===== config.mk =====
export PLATFORM = sky130hd
export DESIGN_NAME = flash_status_irq
export DESIGN_NICKNAME = d
export VERILOG_FILES = /design/src/flash_status_pkg.sv /design/src/flash_status_irq.sv /design/src/sticky_flags.sv /design/src/ready_edge_detect.sv
export SDC_FILE = /design/constraint.sdc
export NUM_CORES = 1
export LEC_CHECK = 0
export BUFFER_PORTS_ARGS = -buffer_cell sky130_fd_sc_hd__buf_2
export CAP_MARGIN = 15
export CORE_UTILIZATION = 23
export CTS_BUF_LIST = sky130_fd_sc_hd__clkbuf_4
export CTS_CLUSTER_SIZE = 14
export DETAILED_ROUTE_END_ITERATION = 8
export PLACE_DENSITY = 0.58
export SYNTH_ARGS = -nofsm -noshare
export SYNTH_HDL_FRONTEND = slang
export SYNTH_SLANG_ARGS = --single-unit
export TNS_END_PERCENT = 100

===== constraint.sdc =====
create_clock -name clk_sys -period 2.2 [get_ports clk_sys]
set_input_delay 0.11 -clock clk_sys [delete_from_list [all_inputs] [get_ports clk_sys]]
set_output_delay 0.11 -clock clk_sys [all_outputs]
set_load 0.01 [all_outputs]

===== src/flash_status_pkg.sv =====
// Operation
// - ready/busy flag reads 0 while the sequencer is busy, 1 otherwise and after reset.
// - ready request flag is set on busy-to-ready only while its enable is 1.
// - completion, suspend, forced stop, lock ops, blank check, wake-up all count as ready.
// - writing 1 to the ready request flag does nothing; writing 0 clears it.
// - access to the busy block sets the access error flag when its enable is 1.
// - data-flash read during program-ROM rewrite also sets the access error flag.
// - command, erase, blank-check or program errors set it when error enable is 1.
// - access error flag clears on write 0 or clear-status command; software never sets it.
// - lock state flag is read-only, 0 locked, 1 not locked.
// - lock state reloads when a program, erase or lock read returns to ready.
// - program error flag is read-only and set on a program error.
// - erase/blank error flag is read-only and set on erase or blank-check error.
// - a command error sets both the program and erase/blank error flags.
// - erase suspended flag is 1 only while suspend is entered.
// - unassigned status bit b3 always reads 0.
// - control bits b7, b6, b5 hold ready, access error and error interrupt enables.
package flash_status_pkg;

    localparam int ADDR_W = 14;
    localparam int EVT_W  = 4;

    // printed offsets are word indexes; byte address is four times the index
    localparam logic [ADDR_W-1:0] FLASH_STATUS_IDX    = 14'h01B2;
    localparam logic [ADDR_W-1:0] FLASH_CONTROL_0_IDX = 14'h01B4;
    localparam logic [ADDR_W-1:0] IRQ_STATUS_IDX      = 14'h01C0;
    localparam logic [ADDR_W-1:0] IRQ_MASK_IDX        = 14'h01C1;

    localparam logic [ADDR_W-1:0] FLASH_STATUS_ADDR    = 14'(FLASH_STATUS_IDX * 4);
    localparam logic [ADDR_W-1:0] FLASH_CONTROL_0_ADDR = 14'(FLASH_CONTROL_0_IDX * 4);
    localparam logic [ADDR_W-1:0] IRQ_STATUS_ADDR      = 14'(IRQ_STATUS_IDX * 4);
    localparam logic [ADDR_W-1:0] IRQ_MASK_ADDR        = 14'(IRQ_MASK_IDX * 4);

    // flash_status bit positions
    localparam int ST_READY_IRQ   = 0;
    localparam int ST_ACCESS_ERR  = 1;
    localparam int ST_LOCK        = 2;
    localparam int ST_PROG_ERR    = 4;
    localparam int ST_ERASE_ERR   = 5;
    localparam int ST_SUSPENDED   = 6;
    localparam int ST_READY_BUSY  = 7;

    // flash_control_0 bit positions
    localparam int CT_REWRITE_EN  = 1;
    localparam int CT_EW1_MODE    = 2;
    localparam int CT_FLASH_STOP  = 3;
    localparam int CT_SEQ_RESET   = 4;
    localparam int CT_CMD_ERR_IE  = 5;
    localparam int CT_ACC_ERR_IE  = 6;
    localparam int CT_READY_IE    = 7;

    // irq_status / irq_mask bit positions
    localparam int EV_READY       = 0;
    localparam int EV_ACCESS      = 1;
    localparam int EV_CMD_ERROR   = 2;
    localparam int EV_SUSPEND     = 3;

    localparam logic [7:0] CONTROL_0_RESET = 8'h00;
    localparam logic [7:0] CONTROL_0_WMASK = 8'hEF;
    localparam logic [EVT_W-1:0] MASK_RESET = 4'h0;
    localparam logic       LOCK_RESET      = 1'b1;
    localparam logic [31:0] READ_ZERO      = 32'h0000_0000;

endpackage


===== src/flash_status_irq.sv =====
`timescale 1ns/1ps
`default_nettype none
module flash_status_irq (
    input  wire logic                               clk_sys,
    input  wire logic                               rst_n,
    // apb slave
    input  wire logic                               psel,
    input  wire logic                               penable,
    input  wire logic                               pwrite,
    input  wire logic [flash_status_pkg::ADDR_W-1:0] paddr,
    input  wire logic [31:0]                        pwdata,
    input  wire logic [3:0]                         pstrb,
    output logic                                    pready,
    output logic      [31:0]                        prdata,
    output logic                                    pslverr,
    // sequencer side, same clock
    input  wire logic                               seq_busy,
    input  wire logic                               seq_suspended,
    input  wire logic                               cmd_entered,
    input  wire logic                               cmd_updates_lock,
    input  wire logic                               lock_bit_value,
    input  wire logic                               clear_status_cmd,
    input  wire logic                               program_error,
    input  wire logic                               erase_error,
    input  wire logic                               blank_error,
    input  wire logic                               command_error,
    input  wire logic                               busy_block_access,
    input  wire logic                               data_flash_read_in_rom_rewrite,
    // controls toward the sequencer
    output logic                                    cpu_rewrite_enable,
    output logic                                    ew1_mode,
    output logic                                    flash_stop,
    output logic                                    sequence_reset,
    output logic                                    access_data_undefined,
    output logic                                    flash_irq
);
    import flash_status_pkg::*;

    logic        ready_busy_flag;
    logic        to_ready;
    logic        erase_suspended_r;
    logic        program_error_r;
    logic        erase_blank_error_r;
    logic        lock_state_r;
    logic        lock_pending_r;
    logic [7:0]  control_0_r;
    logic [EVT_W-1:0] irq_mask_r;
    logic [EVT_W-1:0] irq_status;
    logic [EVT_W-1:0] evt_set;
    logic [EVT_W-1:0] evt_clr;
    logic [1:0]  req_flags;
    logic [1:0]  req_set;
    logic [1:0]  req_clr;
    logic [1:0]  req_flags_nxt;
    logic [31:0] rdata_nxt;
    logic        slverr_nxt;
    logic        setup;
    logic        wr_access;
    logic        wr_status;
    logic        wr_control;
    logic        wr_irq_status;
    logic        wr_irq_mask;
    logic        ready_irq_enable;
    logic        access_error_irq_enable;
    logic        command_error_irq_enable;
    logic        any_cmd_error;
    logic        access_hit;
    logic [7:0]  flash_status;
    logic        mapped;

    // ready/busy tracking and busy-to-ready detection
    ready_edge_detect u_ready_edge (
        .clk_sys  (clk_sys),
        .rst_n    (rst_n),
        .busy     (seq_busy),
        .ready_r  (ready_busy_flag),
        .to_ready (to_ready)
    );

    // enables live in flash_control_0
    assign ready_irq_enable         = control_0_r[CT_READY_IE];
    assign access_error_irq_enable  = control_0_r[CT_ACC_ERR_IE];
    assign command_error_irq_enable = control_0_r[CT_CMD_ERR_IE];
    assign cpu_rewrite_enable       = control_0_r[CT_REWRITE_EN];
    assign ew1_mode                 = control_0_r[CT_EW1_MODE];
    // stop only takes effect in rewrite mode
    assign flash_stop = control_0_r[CT_FLASH_STOP] & control_0_r[CT_REWRITE_EN];

    // apb decode
    assign setup     = psel & ~penable;
    assign wr_access = psel & penable & pwrite & pstrb[0];
    assign wr_status     = wr_access & (paddr == FLASH_STATUS_ADDR);
    assign wr_control    = wr_access & (paddr == FLASH_CONTROL_0_ADDR);
    assign wr_irq_status = wr_access & (paddr == IRQ_STATUS_ADDR);
    assign wr_irq_mask   = wr_access & (paddr == IRQ_MASK_ADDR);
    assign mapped = (paddr == FLASH_STATUS_ADDR) | (paddr == FLASH_CONTROL_0_ADDR) |
                    (paddr == IRQ_STATUS_ADDR) | (paddr == IRQ_MASK_ADDR);

    // one wait-free access phase; read data is captured at the setup edge
    assign pready = psel & penable;

    // interrupt request flags: [0] ready, [1] access error
    assign any_cmd_error = command_error | program_error | erase_error | blank_error;
    assign access_hit    = busy_block_access | data_flash_read_in_rom_rewrite;

    always_comb
    begin
        req_set = 2'b00;
        req_clr = 2'b00;
        // busy-to-ready covers every completion the sequencer reports
        req_set[ST_READY_IRQ] = to_ready & ready_irq_enable;
        req_set[ST_ACCESS_ERR] = (access_hit & access_error_irq_enable)
                               | (any_cmd_error & command_error_irq_enable);
        // a written 0 clears, and the clear-status command also clears access error; a written 1 is ignored
        req_clr[ST_READY_IRQ] = wr_status & ~pwdata[ST_READY_IRQ];
        req_clr[ST_ACCESS_ERR] = (wr_status & ~pwdata[ST_ACCESS_ERR])
                               | clear_status_cmd;
    end

    sticky_flags #(
        .W (2)
    ) u_req_flags (
        .clk_sys (clk_sys),
        .rst_n   (rst_n),
        .set     (req_set),
        .clr     (req_clr),
        .q       (req_flags)
    );

    // next flag value, so the line rises and falls in step with the flags
    assign req_flags_nxt = (req_flags & ~req_clr) | req_set;

    // access to a rewriting block yields undefined data and a dropped write
    assign access_data_undefined = access_hit;

    // suspend flag follows the sequencer's acknowledged suspend state
    always_ff @(posedge clk_sys or negedge rst_n)
    begin
        if (!rst_n)
        begin
            erase_suspended_r <= 1'b0;
        end
        else
        begin
            erase_suspended_r <= seq_suspended;
        end
    end

    // program error flag: cleared by the clear-status command, set wins
    always_ff @(posedge clk_sys or negedge rst_n)
    begin
        if (!rst_n)
        begin
            program_error_r <= 1'b0;
        end
        else
        begin
            if (program_error || command_error)
            begin
                program_error_r <= 1'b1;
            end
            else if (clear_status_cmd)
            begin
                program_error_r <= 1'b0;
            end
        end
    end

    // erase/blank error flag: same clearing, set wins so no error is lost
    always_ff @(posedge clk_sys or negedge rst_n)
    begin
        if (!rst_n)
        begin
            erase_blank_error_r <= 1'b0;
        end
        else
        begin
            if (erase_error || blank_error || command_error)
            begin
                erase_blank_error_r <= 1'b1;
            end
            else if (clear_status_cmd)
            begin
                erase_blank_error_r <= 1'b0;
            end
        end
    end

    // a command that owns the lock bit arms the reload;
    // a new command entered while armed re-decides it
    always_ff @(posedge clk_sys or negedge rst_n)
    begin
        if (!rst_n)
        begin
            lock_pending_r <= 1'b0;
        end
        else
        begin
            if (cmd_entered)
            begin
                lock_pending_r <= cmd_updates_lock;
            end
            else if (to_ready)
            begin
                lock_pending_r <= 1'b0;
            end
        end
    end

    // undefined after reset, so a constant is chosen
    always_ff @(posedge clk_sys or negedge rst_n)
    begin
        if (!rst_n)
        begin
            lock_state_r <= LOCK_RESET;
        end
        else
        begin
            if (to_ready && lock_pending_r)
            begin
                lock_state_r <= lock_bit_value;
            end
        end
    end

    // flash_control_0; the sequence reset bit is a strobe and reads 0
    always_ff @(posedge clk_sys or negedge rst_n)
    begin
        if (!rst_n)
        begin
            control_0_r <= CONTROL_0_RESET;
        end
        else if (wr_control)
        begin
            control_0_r <= pwdata[7:0] & CONTROL_0_WMASK;
        end
    end

    // forced stop is only honoured in rewrite mode while busy
    always_ff @(posedge clk_sys or negedge rst_n)
    begin
        if (!rst_n)
        begin
            sequence_reset <= 1'b0;
        end
        else
        begin
            sequence_reset <= wr_control & pwdata[CT_SEQ_RESET]
                            & control_0_r[CT_REWRITE_EN] & ~ready_busy_flag;
        end
    end

    // system interrupt: sticky events, write one to clear, with a mask
    always_comb
    begin
        evt_set = '0;
        evt_set[EV_READY]     = req_set[ST_READY_IRQ];
        evt_set[EV_ACCESS]    = req_set[ST_ACCESS_ERR];
        evt_set[EV_CMD_ERROR] = any_cmd_error;
        evt_set[EV_SUSPEND]   = seq_suspended & ~erase_suspended_r;
        evt_clr = wr_irq_status ? pwdata[EVT_W-1:0] : '0;
    end

    sticky_flags #(
        .W (EVT_W)
    ) u_irq_status (
        .clk_sys (clk_sys),
        .rst_n   (rst_n),
        .set     (evt_set),
        .clr     (evt_clr),
        .q       (irq_status)
    );

    always_ff @(posedge clk_sys or negedge rst_n)
    begin
        if (!rst_n)
        begin
            irq_mask_r <= MASK_RESET;
        end
        else if (wr_irq_mask)
        begin
            irq_mask_r <= pwdata[EVT_W-1:0];
        end
    end

    // request flags always raise the line; the mask only adds optional events
    always_ff @(posedge clk_sys or negedge rst_n)
    begin
        if (!rst_n)
        begin
            flash_irq <= 1'b0;
        end
        else
        begin
            flash_irq <= (|req_flags_nxt)
                       | (|(irq_status & irq_mask_r));
        end
    end

    // status view
    always_comb
    begin
        flash_status = 8'h00;
        flash_status[ST_READY_IRQ]  = req_flags[ST_READY_IRQ];
        flash_status[ST_ACCESS_ERR] = req_flags[ST_ACCESS_ERR];
        flash_status[ST_LOCK]       = lock_state_r;
        flash_status[ST_PROG_ERR]   = program_error_r;
        flash_status[ST_ERASE_ERR]  = erase_blank_error_r;
        flash_status[ST_SUSPENDED]  = erase_suspended_r;
        flash_status[ST_READY_BUSY] = ready_busy_flag;
    end

    always_comb
    begin
        rdata_nxt  = READ_ZERO;
        slverr_nxt = 1'b0;
        case (paddr)
            FLASH_STATUS_ADDR:
            begin
                rdata_nxt[7:0] = flash_status;
            end
            FLASH_CONTROL_0_ADDR:
            begin
                rdata_nxt[7:0] = control_0_r;
            end
            IRQ_STATUS_ADDR:
            begin
                rdata_nxt[EVT_W-1:0] = irq_status;
            end
            IRQ_MASK_ADDR:
            begin
                rdata_nxt[EVT_W-1:0] = irq_mask_r;
            end
            default:
            begin
                slverr_nxt = ~mapped;
            end
        endcase
    end

    // read data held for the whole access phase
    always_ff @(posedge clk_sys or negedge rst_n)
    begin
        if (!rst_n)
        begin
            prdata  <= READ_ZERO;
            pslverr <= 1'b0;
        end
        else if (setup)
        begin
            prdata  <= pwrite ? READ_ZERO : rdata_nxt;
            pslverr <= slverr_nxt;
        end
    end
endmodule
`default_nettype wire


===== src/sticky_flags.sv =====
`timescale 1ns/1ps
`default_nettype none
module sticky_flags #(
    parameter int W = 4
) (
    input  wire logic         clk_sys,
    input  wire logic         rst_n,
    input  wire logic [W-1:0] set,
    input  wire logic [W-1:0] clr,
    output logic      [W-1:0] q
);
    // a set in the same cycle as a clear wins, so no event is lost
    always_ff @(posedge clk_sys or negedge rst_n)
    begin
        if (!rst_n)
        begin
            q <= '0;
        end
        else
        begin
            q <= (q & ~clr) | set;
        end
    end
endmodule
`default_nettype wire


===== src/ready_edge_detect.sv =====
`timescale 1ns/1ps
`default_nettype none
module ready_edge_detect (
    input  wire logic clk_sys,
    input  wire logic rst_n,
    input  wire logic busy,
    output logic      ready_r,
    output logic      to_ready
);
    logic busy_r;

    // ready after reset: an idle sequencer must not fire a spurious edge
    always_ff @(posedge clk_sys or negedge rst_n)
    begin
        if (!rst_n)
        begin
            busy_r <= 1'b0;
        end
        else
        begin
            busy_r <= busy;
        end
    end

    assign ready_r  = ~busy_r;
    assign to_ready = busy_r & ~busy;
endmodule
`default_nettype wire


### Word-level counts from Yosys, hierarchy flattened

Cells that the tools add are included.

* register bits: 58
* logic and storage cells: 81
* output and inout bits: 40

* mux-type cells: 10
* bitwise operators: 43
* equal/unequal tests: 4
* reduce and logical (&&, ||, !) cells: 10

Operators by type and width (number)
* 14-bit by 11-bit equality test with 1-bit output (second input constant): 4
* 1-bit bitwise AND: 19
* 4-bit case mux with 4 select lines: 1
* 1-bit OR: 10
* 4-bit bitwise AND: 2
* 8-bit 2-to-1 mux: 1
* 4-bit case mux with 2 select lines: 1
* 4-bit OR reduction: 2
* 1-bit NOT: 7
* 1-bit 2-to-1 mux: 6
* 2-bit nonzero test: 3
* 4-bit 2-to-1 mux: 1
* 4-bit NOT: 1
* 4-bit OR: 1
* 1-bit logical OR: 3
* 2-bit bitwise AND: 1
* 2-bit NOT: 1
* 2-bit OR: 1
* 2-bit OR reduction: 1
* 1-bit logical AND: 1

### Depth between registers and ports, before layout

Gate-level depths: netlist (run 1).

* depth in word-level cells: 11
* mapped depth: 5
* mapped depth without buffers: 4

### Cells and area by module

Synthesis (run 1) repeated with hierarchy kept, for this count alone.

* cells, all modules: 170
* area, all modules: 1834.3 um^2

Modules (own cells, without submodules)
* flash_status_irq: seq. area each 676.9 um^2, times used 1, cells an instance 149, area an instance 1574.0 um^2
* sticky_flags at u_irq_status: seq. area each 100.1 um^2, times used 1, cells an instance 12, area an instance 145.1 um^2
* sticky_flags at u_req_flags: seq. area each 50.0 um^2, times used 1, cells an instance 6, area an instance 72.6 um^2
* ready_edge_detect: seq. area each 25.0 um^2, times used 1, cells an instance 3, area an instance 42.5 um^2

### Worst setup path before layout (run 1)

OpenSTA, ideal clock, no wires.

* path kind: input to register
* start: input paddr[12] in the netlist's numbering
* end: register flash_irq
* data required time: 2.068 ns
* path buffers: 1
* arrival: 1.629 ns
* cell stages on the path: 5
* slack: 0.439 ns
* cell sequence: nand4bb_1 -> or4_1 -> buf_2 -> o32a_1 -> or3b_1

* elaborated cells on any way between the ends: 10
* classes of those cells: eq/ne: 1; bitwise: 8; reduce/logical: 1

RTL lines
* start: declaration: line flash_status_irq.sv:10 `input wire logic [flash_status_pkg::ADDR_W-1:0] paddr,`
* 14-bit by 11-bit equality test with 1-bit output: line flash_status_irq.sv:92 `assign wr_status = wr_access & (paddr == FLASH_STATUS_ADDR);`
* 1-bit bitwise AND: line flash_status_irq.sv:92
* 1-bit bitwise AND: line flash_status_irq.sv:115 `req_clr[ST_READY_IRQ] = wr_status & ~pwdata[ST_READY_IRQ];`
* 2-bit NOT: line flash_status_irq.sv:131 `assign req_flags_nxt = (req_flags & ~req_clr) | req_set;`
* 2-bit bitwise AND: line flash_status_irq.sv:131
* 2-bit OR: line flash_status_irq.sv:131
* via req_flags_nxt[0]: line flash_status_irq.sv:54 `logic [1:0] req_flags_nxt;`
* 2-bit OR reduction: line flash_status_irq.sv:295 `flash_irq <= (|req_flags_nxt)`
* 1-bit OR: line flash_status_irq.sv:296 `| (|(irq_status & irq_mask_r));`
* end signal: assignment: line flash_status_irq.sv:295
* end: declaration: line flash_status_irq.sv:35 `output logic flash_irq`

The timed path passes the listed nets, and every way through them passes these cells.
A chain may end at the register's enable or synchronous reset.

### Worst setup path in the final report (run 1)

* start: input blank_error
* end: register flash_irq

* cells in the longest elaborated chain, start to end: 6

Ends and longest elaborated chain
* start: declaration: line flash_status_irq.sv:25 `input wire logic blank_error,`
* 1-bit OR: line flash_status_irq.sv:103 `assign any_cmd_error = command_error | program_error | erase_error | blank_error;`
* 1-bit bitwise AND: line flash_status_irq.sv:113 `| (any_cmd_error & command_error_irq_enable);`
* 1-bit OR: line flash_status_irq.sv:113
* 2-bit OR: line flash_status_irq.sv:131
* 2-bit OR reduction: line flash_status_irq.sv:295
* 1-bit OR: line flash_status_irq.sv:296

Every way passes these cells.

==> impl_metrics.json, run 1 <==
{
  "status": "completed",
  "hold_path.class": "in2reg",
  "cts_tree": "built",
  "root_buffer": "clkbuf_4",
  "routedWlPerCell_um": 12.6,
  "cp_max_fo": 4,
  "ys_seq_area_share_pct": 46.8,
  "min_period_over_period_pct": 88.0,
  "ys_warn_count": 0,
  "vias": 1525,
  "drive_gt1_share_pct": 28.7,
  "grt_pass1_wl_um": 6930,
  "grt_start_max_net_pins": 35,
  "hold_viol_final": 0,
  "crit_type": "in2reg",
  "die_x_um": 91.0,
  "critical_path_required_ps": 2420,
  "die_y_um": 91.0,
  "fin_crit_ps": 1940,
  "initial_utilization_pct": 23.7,
  "tightest_slew_ps": 789,
  "synthToLayoutAreaGrowth_pct": 29.0,
  "fin_setup_tns_ps": 0,
  "avgSynthCellArea_sq_um": 10.6,
  "yosysUniqueCellTypes": 44,
  "path_clk_slew_ps": 110,
  "setup_viol_count_final": 0,
  "slew_violations": 0,
  "dieArea_sq_um": 8270,
  "detail-route-antenna-nets": 0,
  "skew_ps": 9.15,
  "hpwl_um": 3350,
  "overflow": 0,
  "clock_sinks": 34,
  "syn-cell-area_sq_um": 1820,
  "nets": 313,
  "fp-row-count": 32,
  "power_w": 0.00113,
  "whs_ps": 34.7,
  "n_antenna_cell": 0,
  "timing.fmax_ghz": 0.517,
  "viasPerCell": 4.37,
  "drc": 0,
  "drt-pass1-iter-count": 4,
  "antenna_found_initial": 0,
  "synthFlopType": "dfrtp_1",
  "synthCells": 171,
  "finalWeightedCongestion": 0.831,
  "cts_made_buffers": 5,
  "clock_latency_ps": 340,
  "drt_iter0_drc": 106,
  "coreArea_sq_um": 7690,
  "cap_violations": 0,
  "startpoint_type": "input port",
  "grt_setup_unrepaired": "false",
  "cp-end-kind": "register",
  "io_pins": 107,
  "synth-async-reset-ratio_pct": 100,
  "ys_ff_latch": 34,
  "power.density_nw_per_um2": 480,
  "clockBufferDepth": 2,
  "ir_drop_mv": 0.201,
  "slew_headroom_pct": 47.4,
  "wl_um": 4410,
  "h-tree-depth": 2,
  "arrival_ps": 2160,
  "io_buffers": 55,
  "grt_pass1_vias": 1371,
  "grt_use_total_pct": 10.9,
  "p_leak_nw": 1.18,
  "synth_edf_count": 0
}
-- power breakdown --
group | leakage (nW) | switching (W) | total (W) | internal, W
Sequential | 0.441 | 0.00000642 | 0.000644 | 0.000637
Combinational | 0.709 | 0.0000802 | 0.000141 | 0.0000610
Clock | 0.0331 | 0.000211 | 0.000343 | 0.000132
-- final timing paths --
path,startpoint,endpoint,slack [ps],cells past startpoint
max,blank_error,flash_irq$_DFF_PN0_,260,6
min,pwdata[0],irq_mask_r[0]$_DFFE_PN0P_,30,2
max reg2reg,u_ready_edge.busy_r$_DFF_PN0_,flash_irq$_DFF_PN0_,340,4
min reg2reg,erase_suspended_r$_DFF_PN0_,u_irq_status.q[3]$_DFF_PN0_,470,1
max in group asynchronous,rst_n,u_irq_status.q[3]$_DFF_PN0_,1330,2
min in group asynchronous,rst_n,lock_pending_r$_DFFE_PN0P_,370,2
-- synthesized netlist by cell type, drive strengths merged, types with 4 or more instances --
library cell	n	share of area, %
a22oi	6	2.5
o22a	4	1.9
nor3	4	1.7
mux2	12	7.4
nor2	6	1.2
a22o	4	1.9
o31ai	4	1.6
nand2	10	2.1
o21ai	8	2.2
buf	26	10
nor2b	5	1.7
dfrtp	33	45
inv	7	1.4
mux2i	4	2.2
nand2b	4	1.4
-- registers in the layout, summed over array words and instances (netlist names) --
| name | flops |
|---|---|
| program_error_r | 1 |
| control_0_r | 7 |
| u_ready_edge.busy_r | 1 |
| irq_mask_r | 4 |
| erase_blank_error_r | 1 |
| flash_irq | 1 |
| lock_pending_r | 1 |
| lock_state_r | 1 |
| u_irq_status.q | 4 |
| u_req_flags.q | 2 |
| pslverr | 1 |
| sequence_reset | 1 |
| prdata | 8 |
| erase_suspended_r | 1 |
-- cells in the final DEF, fill, tap and decap left out, types with 2 or more instances in the layout --
master         instances
buf_2                 55
dfrtp_1               33
conb_1                24
dlygate4sd3_1         14
mux2_1                11
nand2_1               10
inv_1                  7
nor2_1                 6
a22oi_1                6
o21ai_0                6
clkbuf_4               6
nor2b_1                5
nand2b_1               4
a22o_1                 4
mux2i_1                4
o22a_1                 4
o31ai_1                4
nor3_1                 3
or3_1                  3
nor4_1                 3
buf_4                  3
or4_1                  2
a21oi_1                2
and2_1                 2
nand3_1                2
o21ai_1                2
-- area by class of cell --
class                           instances  area [sq um]
Multi-Input combinational cell        125           831
Inverter                                7          26.3
Sequential cell                        34           852
Clock inverter                          2          8.76
Fill cell                             829          5340
Timing Repair Buffer                   73           458
Tap cell                              102           128
Clock buffer                            6          45.0
-- cells by family after synthesis --
| logic type | Yosys count | share of synthesized area (%) |
|---|---|---|
| and+or+nand+nor | 50 | 16.5 |
| AOI/OAI and AO/OA | 35 | 14.6 |
| buffers and inverters | 35 | 12.3 |
| DFF | 34 | 46.8 |
| muxes | 16 | 9.62 |
| other | 1 | 0.206 |
-- through the flow --
step	area (sq um)	util (%)	cells	setup WS (ps)
CTS	2350	30.6	349	259
global placement	2150	28.0	327	137
detailed placement	2150	28.0	327	115
floorplan	1910	-	194	439
finish	2350	30.6	349	264
global route	2350	30.6	349	193
-- critical path, stage by stage --
cell	delay [ps]
dlygate4sd3_1	520
buf_2	130
or4_1	490
a22oi_1	390
nand3_1	130
or3b_1	390
-- timing repair --
action | 4_1_cts | 5_1_grt
buffers inserted | 0 | 0
resized for setup | 0 | 0
endpoints found under the hold margin | 44 | 0
hold buffers | 14 | 0
-- layer usage --
layer  routed length, um  track usage, %  up-vias  share of wire (%)
met3                 317            2.93        7                7.2
met4                  72            5.16        0                1.6
met2                1900            15.1       60                 43
li1                    -               -      725                  -
met5                   0               0        -                  0
met1                2130            15.6      733                 48
Note: power is estimated with default switching activity, not from simulation.
==> run 2, diff against run 1 <==
--- a/config.mk
+++ b/config.mk
@@ -7,11 +7,13 @@
 export LEC_CHECK = 0
 export BUFFER_PORTS_ARGS = -buffer_cell sky130_fd_sc_hd__buf_2
 export CAP_MARGIN = 15
+export CELL_PAD_IN_SITES_DETAIL_PLACEMENT = 1
+export CELL_PAD_IN_SITES_GLOBAL_PLACEMENT = 1
 export CORE_UTILIZATION = 23
 export CTS_BUF_LIST = sky130_fd_sc_hd__clkbuf_4
 export CTS_CLUSTER_SIZE = 14
 export DETAILED_ROUTE_END_ITERATION = 8
-export PLACE_DENSITY = 0.58
+export PLACE_DENSITY = 0.71
 export SYNTH_ARGS = -nofsm -noshare
 export SYNTH_HDL_FRONTEND = slang
 export SYNTH_SLANG_ARGS = --single-unit
==> impl_metrics.json, run 2 (same netlist as run 1, synthesis figures left out) <==
{
  "hold_path.class": "in2reg",
  "hpwl_um": 3850,
  "whs_ps": 28.1,
  "p_int_w": 0.000939,
  "initial_utilization_pct": 23.7,
  "hold_viol_final": 0,
  "min_period_over_period_pct": 91.3,
  "skew_ps": 14.9,
  "clock_latency_ps": 340,
  "die_x_um": 91.0,
  "path_clk_slew_ps": 120,
  "largest_reg_flops": 8,
  "timing.fmax_ghz": 0.498,
  "clock_sinks": 34,
  "p_comb_share_pct": 11.5,
  "dieArea_sq_um": 8270,
  "cp_max_fo": 3,
  "cts_tree": "built",
  "switchingPower_w": 0.000319,
  "crit_path_cell_trace": "dlygate4sd3_1, buf_2, or4_1, a22oi_1, nand3_1, or3b_1",
  "tightest_slew_ps": 793,
  "coreArea_sq_um": 7690,
  "fp-row-count": 32,
  "critical_path_required_ps": 2410,
  "largestRegisters": "prdata: 8 flops, control_0_r: 7 flops",
  "cpMaxStageDelayCell": "or4_1",
  "finalWeightedCongestion": 0.837,
  "drt_iter0_drc": 68,
  "die_y_um": 91.0,
  "clockBufferDepth": 2,
  "power.density_nw_per_um2": 526,
  "cap_violations": 0,
  "final_cell_mix": "buf_2 (55), dfrtp_1 (33), conb_1 (24)",
  "drc": 0,
  "setup_viol_count_final": 0,
  "grt_setup_unrepaired": "false",
  "p_seq_share_pct": 51.2,
  "drt-pass1-iter-count": 4,
  "vias": 1546,
  "io_pins": 107,
  "grt_start_max_net_pins": 35,
  "routedWlPerCell_um": 14.3,
  "arrival_ps": 2210,
  "final_common_cell": "buf_2",
  "clockPowerShare_pct": 37.2,
  "slew_violations": 0,
  "synthToLayoutAreaGrowth_pct": 31.4,
  "h-tree-depth": 2,
  "crit_type": "in2reg",
  "fin_setup_tns_ps": 0,
  "status": "completed",
  "cts_made_buffers": 5,
  "p_leak_nw": 1.20,
  "drive_gt1_share_pct": 29.2,
  "grt_pass1_wl_um": 8180,
  "cp-end-kind": "register",
  "nets": 316,
  "switching_share_pct": 25.3,
  "grt_use_total_pct": 12.7,
  "slew_headroom_pct": 47.1,
  "fin_crit_ps": 2010,
  "cpPeakStageDelay_ps": 600,
  "top_register": "prdata",
  "wl_um": 5030,
  "overflow": 0,
  "n_antenna_cell": 0,
  "grt_pass1_vias": 1640,
  "viasPerCell": 4.39,
  "antenna_found_initial": 0,
  "ir_drop_mv": 0.244,
  "detail-route-antenna-nets": 0,
  "root_buffer": "clkbuf_4",
  "startpoint_type": "input port",
  "io_buffers": 55
}
-- run 2: changes by cell type in the layout (fill, tap and decap cells not counted), sizes merged --
cell and delta:
clkinvlp +2, clkbuf -1, clkinv -2, bufinv +1, buf +1, dlygate4sd3 +2
-- run 2: repair_timing --
| action | in CTS | in global routing |
|---|---|---|
| setup buffers | 0 | 0 |
| endpoints found under the hold margin | 44 | 0 |
| hold buffers | 16 | 0 |
| resized for setup | 0 | 0 |
-- run 2: worst max-delay path, delay by kind of cell --
family	cells	cell delay, ps
simple gates	3	1090
buf+inv	2	680
compound gates	1	330
-- run 2: area by class of cell --
class | instances | area, sq um
fill | 923 | 5300
sequential | 34 | 852
multi-input combinational | 125 | 831
timing repair buffer | 76 | 473
tap | 102 | 128
clock inverter | 3 | 45.0
clock buffer | 5 | 37.5
inverter | 7 | 26.3
-- run 2: metrics by stage --
step	area (sq um)	worst slack (ps)	util, %	std cells	total power (W)
after floorplan	1910	439	-	194	0.000742
after global routing	2390	110	31.1	352	0.00133
after global placement	2150	125	28.0	328	0.000777
after detailed placement	2150	127	28.0	328	0.000781
final	2390	192	31.1	352	0.00126
after CTS	2390	228	31.1	352	0.00128
-- run 2: worst paths after layout --
| path | start | endpoint | slack [ps] | cells after the start |
|---|---|---|---|---|
| min in group asynchronous | rst_n | u_req_flags.q[0]$_DFF_PN0_ | 380 | 2 |
| worst max-delay path | program_error | flash_irq$_DFF_PN0_ | 190 | 6 |
| worst max register to register | u_ready_edge.busy_r$_DFF_PN0_ | flash_irq$_DFF_PN0_ | 320 | 4 |
| max in group asynchronous | rst_n | control_0_r[2]$_DFFE_PN0N_ | 1320 | 2 |
| worst min-delay path | pwdata[4] | sequence_reset$_DFF_PN0_ | 30 | 3 |
| worst min register to register | erase_suspended_r$_DFF_PN0_ | u_irq_status.q[3]$_DFF_PN0_ | 440 | 1 |
-- run 2: power by group through the flow --
stage | logic [W] | registers [W] | clock network (W)
2_1_floorplan | 0.0000881 | 0.000653 | 0
3_3_place_gp | 0.000121 | 0.000656 | 0
3_5_place_dp | 0.000124 | 0.000657 | 0
4_1_cts | 0.000146 | 0.000645 | 0.000489
5_1_grt | 0.000162 | 0.000646 | 0.000527
6_report | 0.000145 | 0.000644 | 0.000468
-- run 2: per-layer routing --
| metal | up-vias | wire (um) | GRT usage (%) |
|---|---|---|---|
| met5 | - | 0 | 0 |
| met2 | 60 | 2420 | 20.3 |
| met4 | 0 | 70 | 5.03 |
| met3 | 6 | 321 | 4.19 |
| li1 | 726 | - | - |
| met1 | 754 | 2220 | 15.7 |
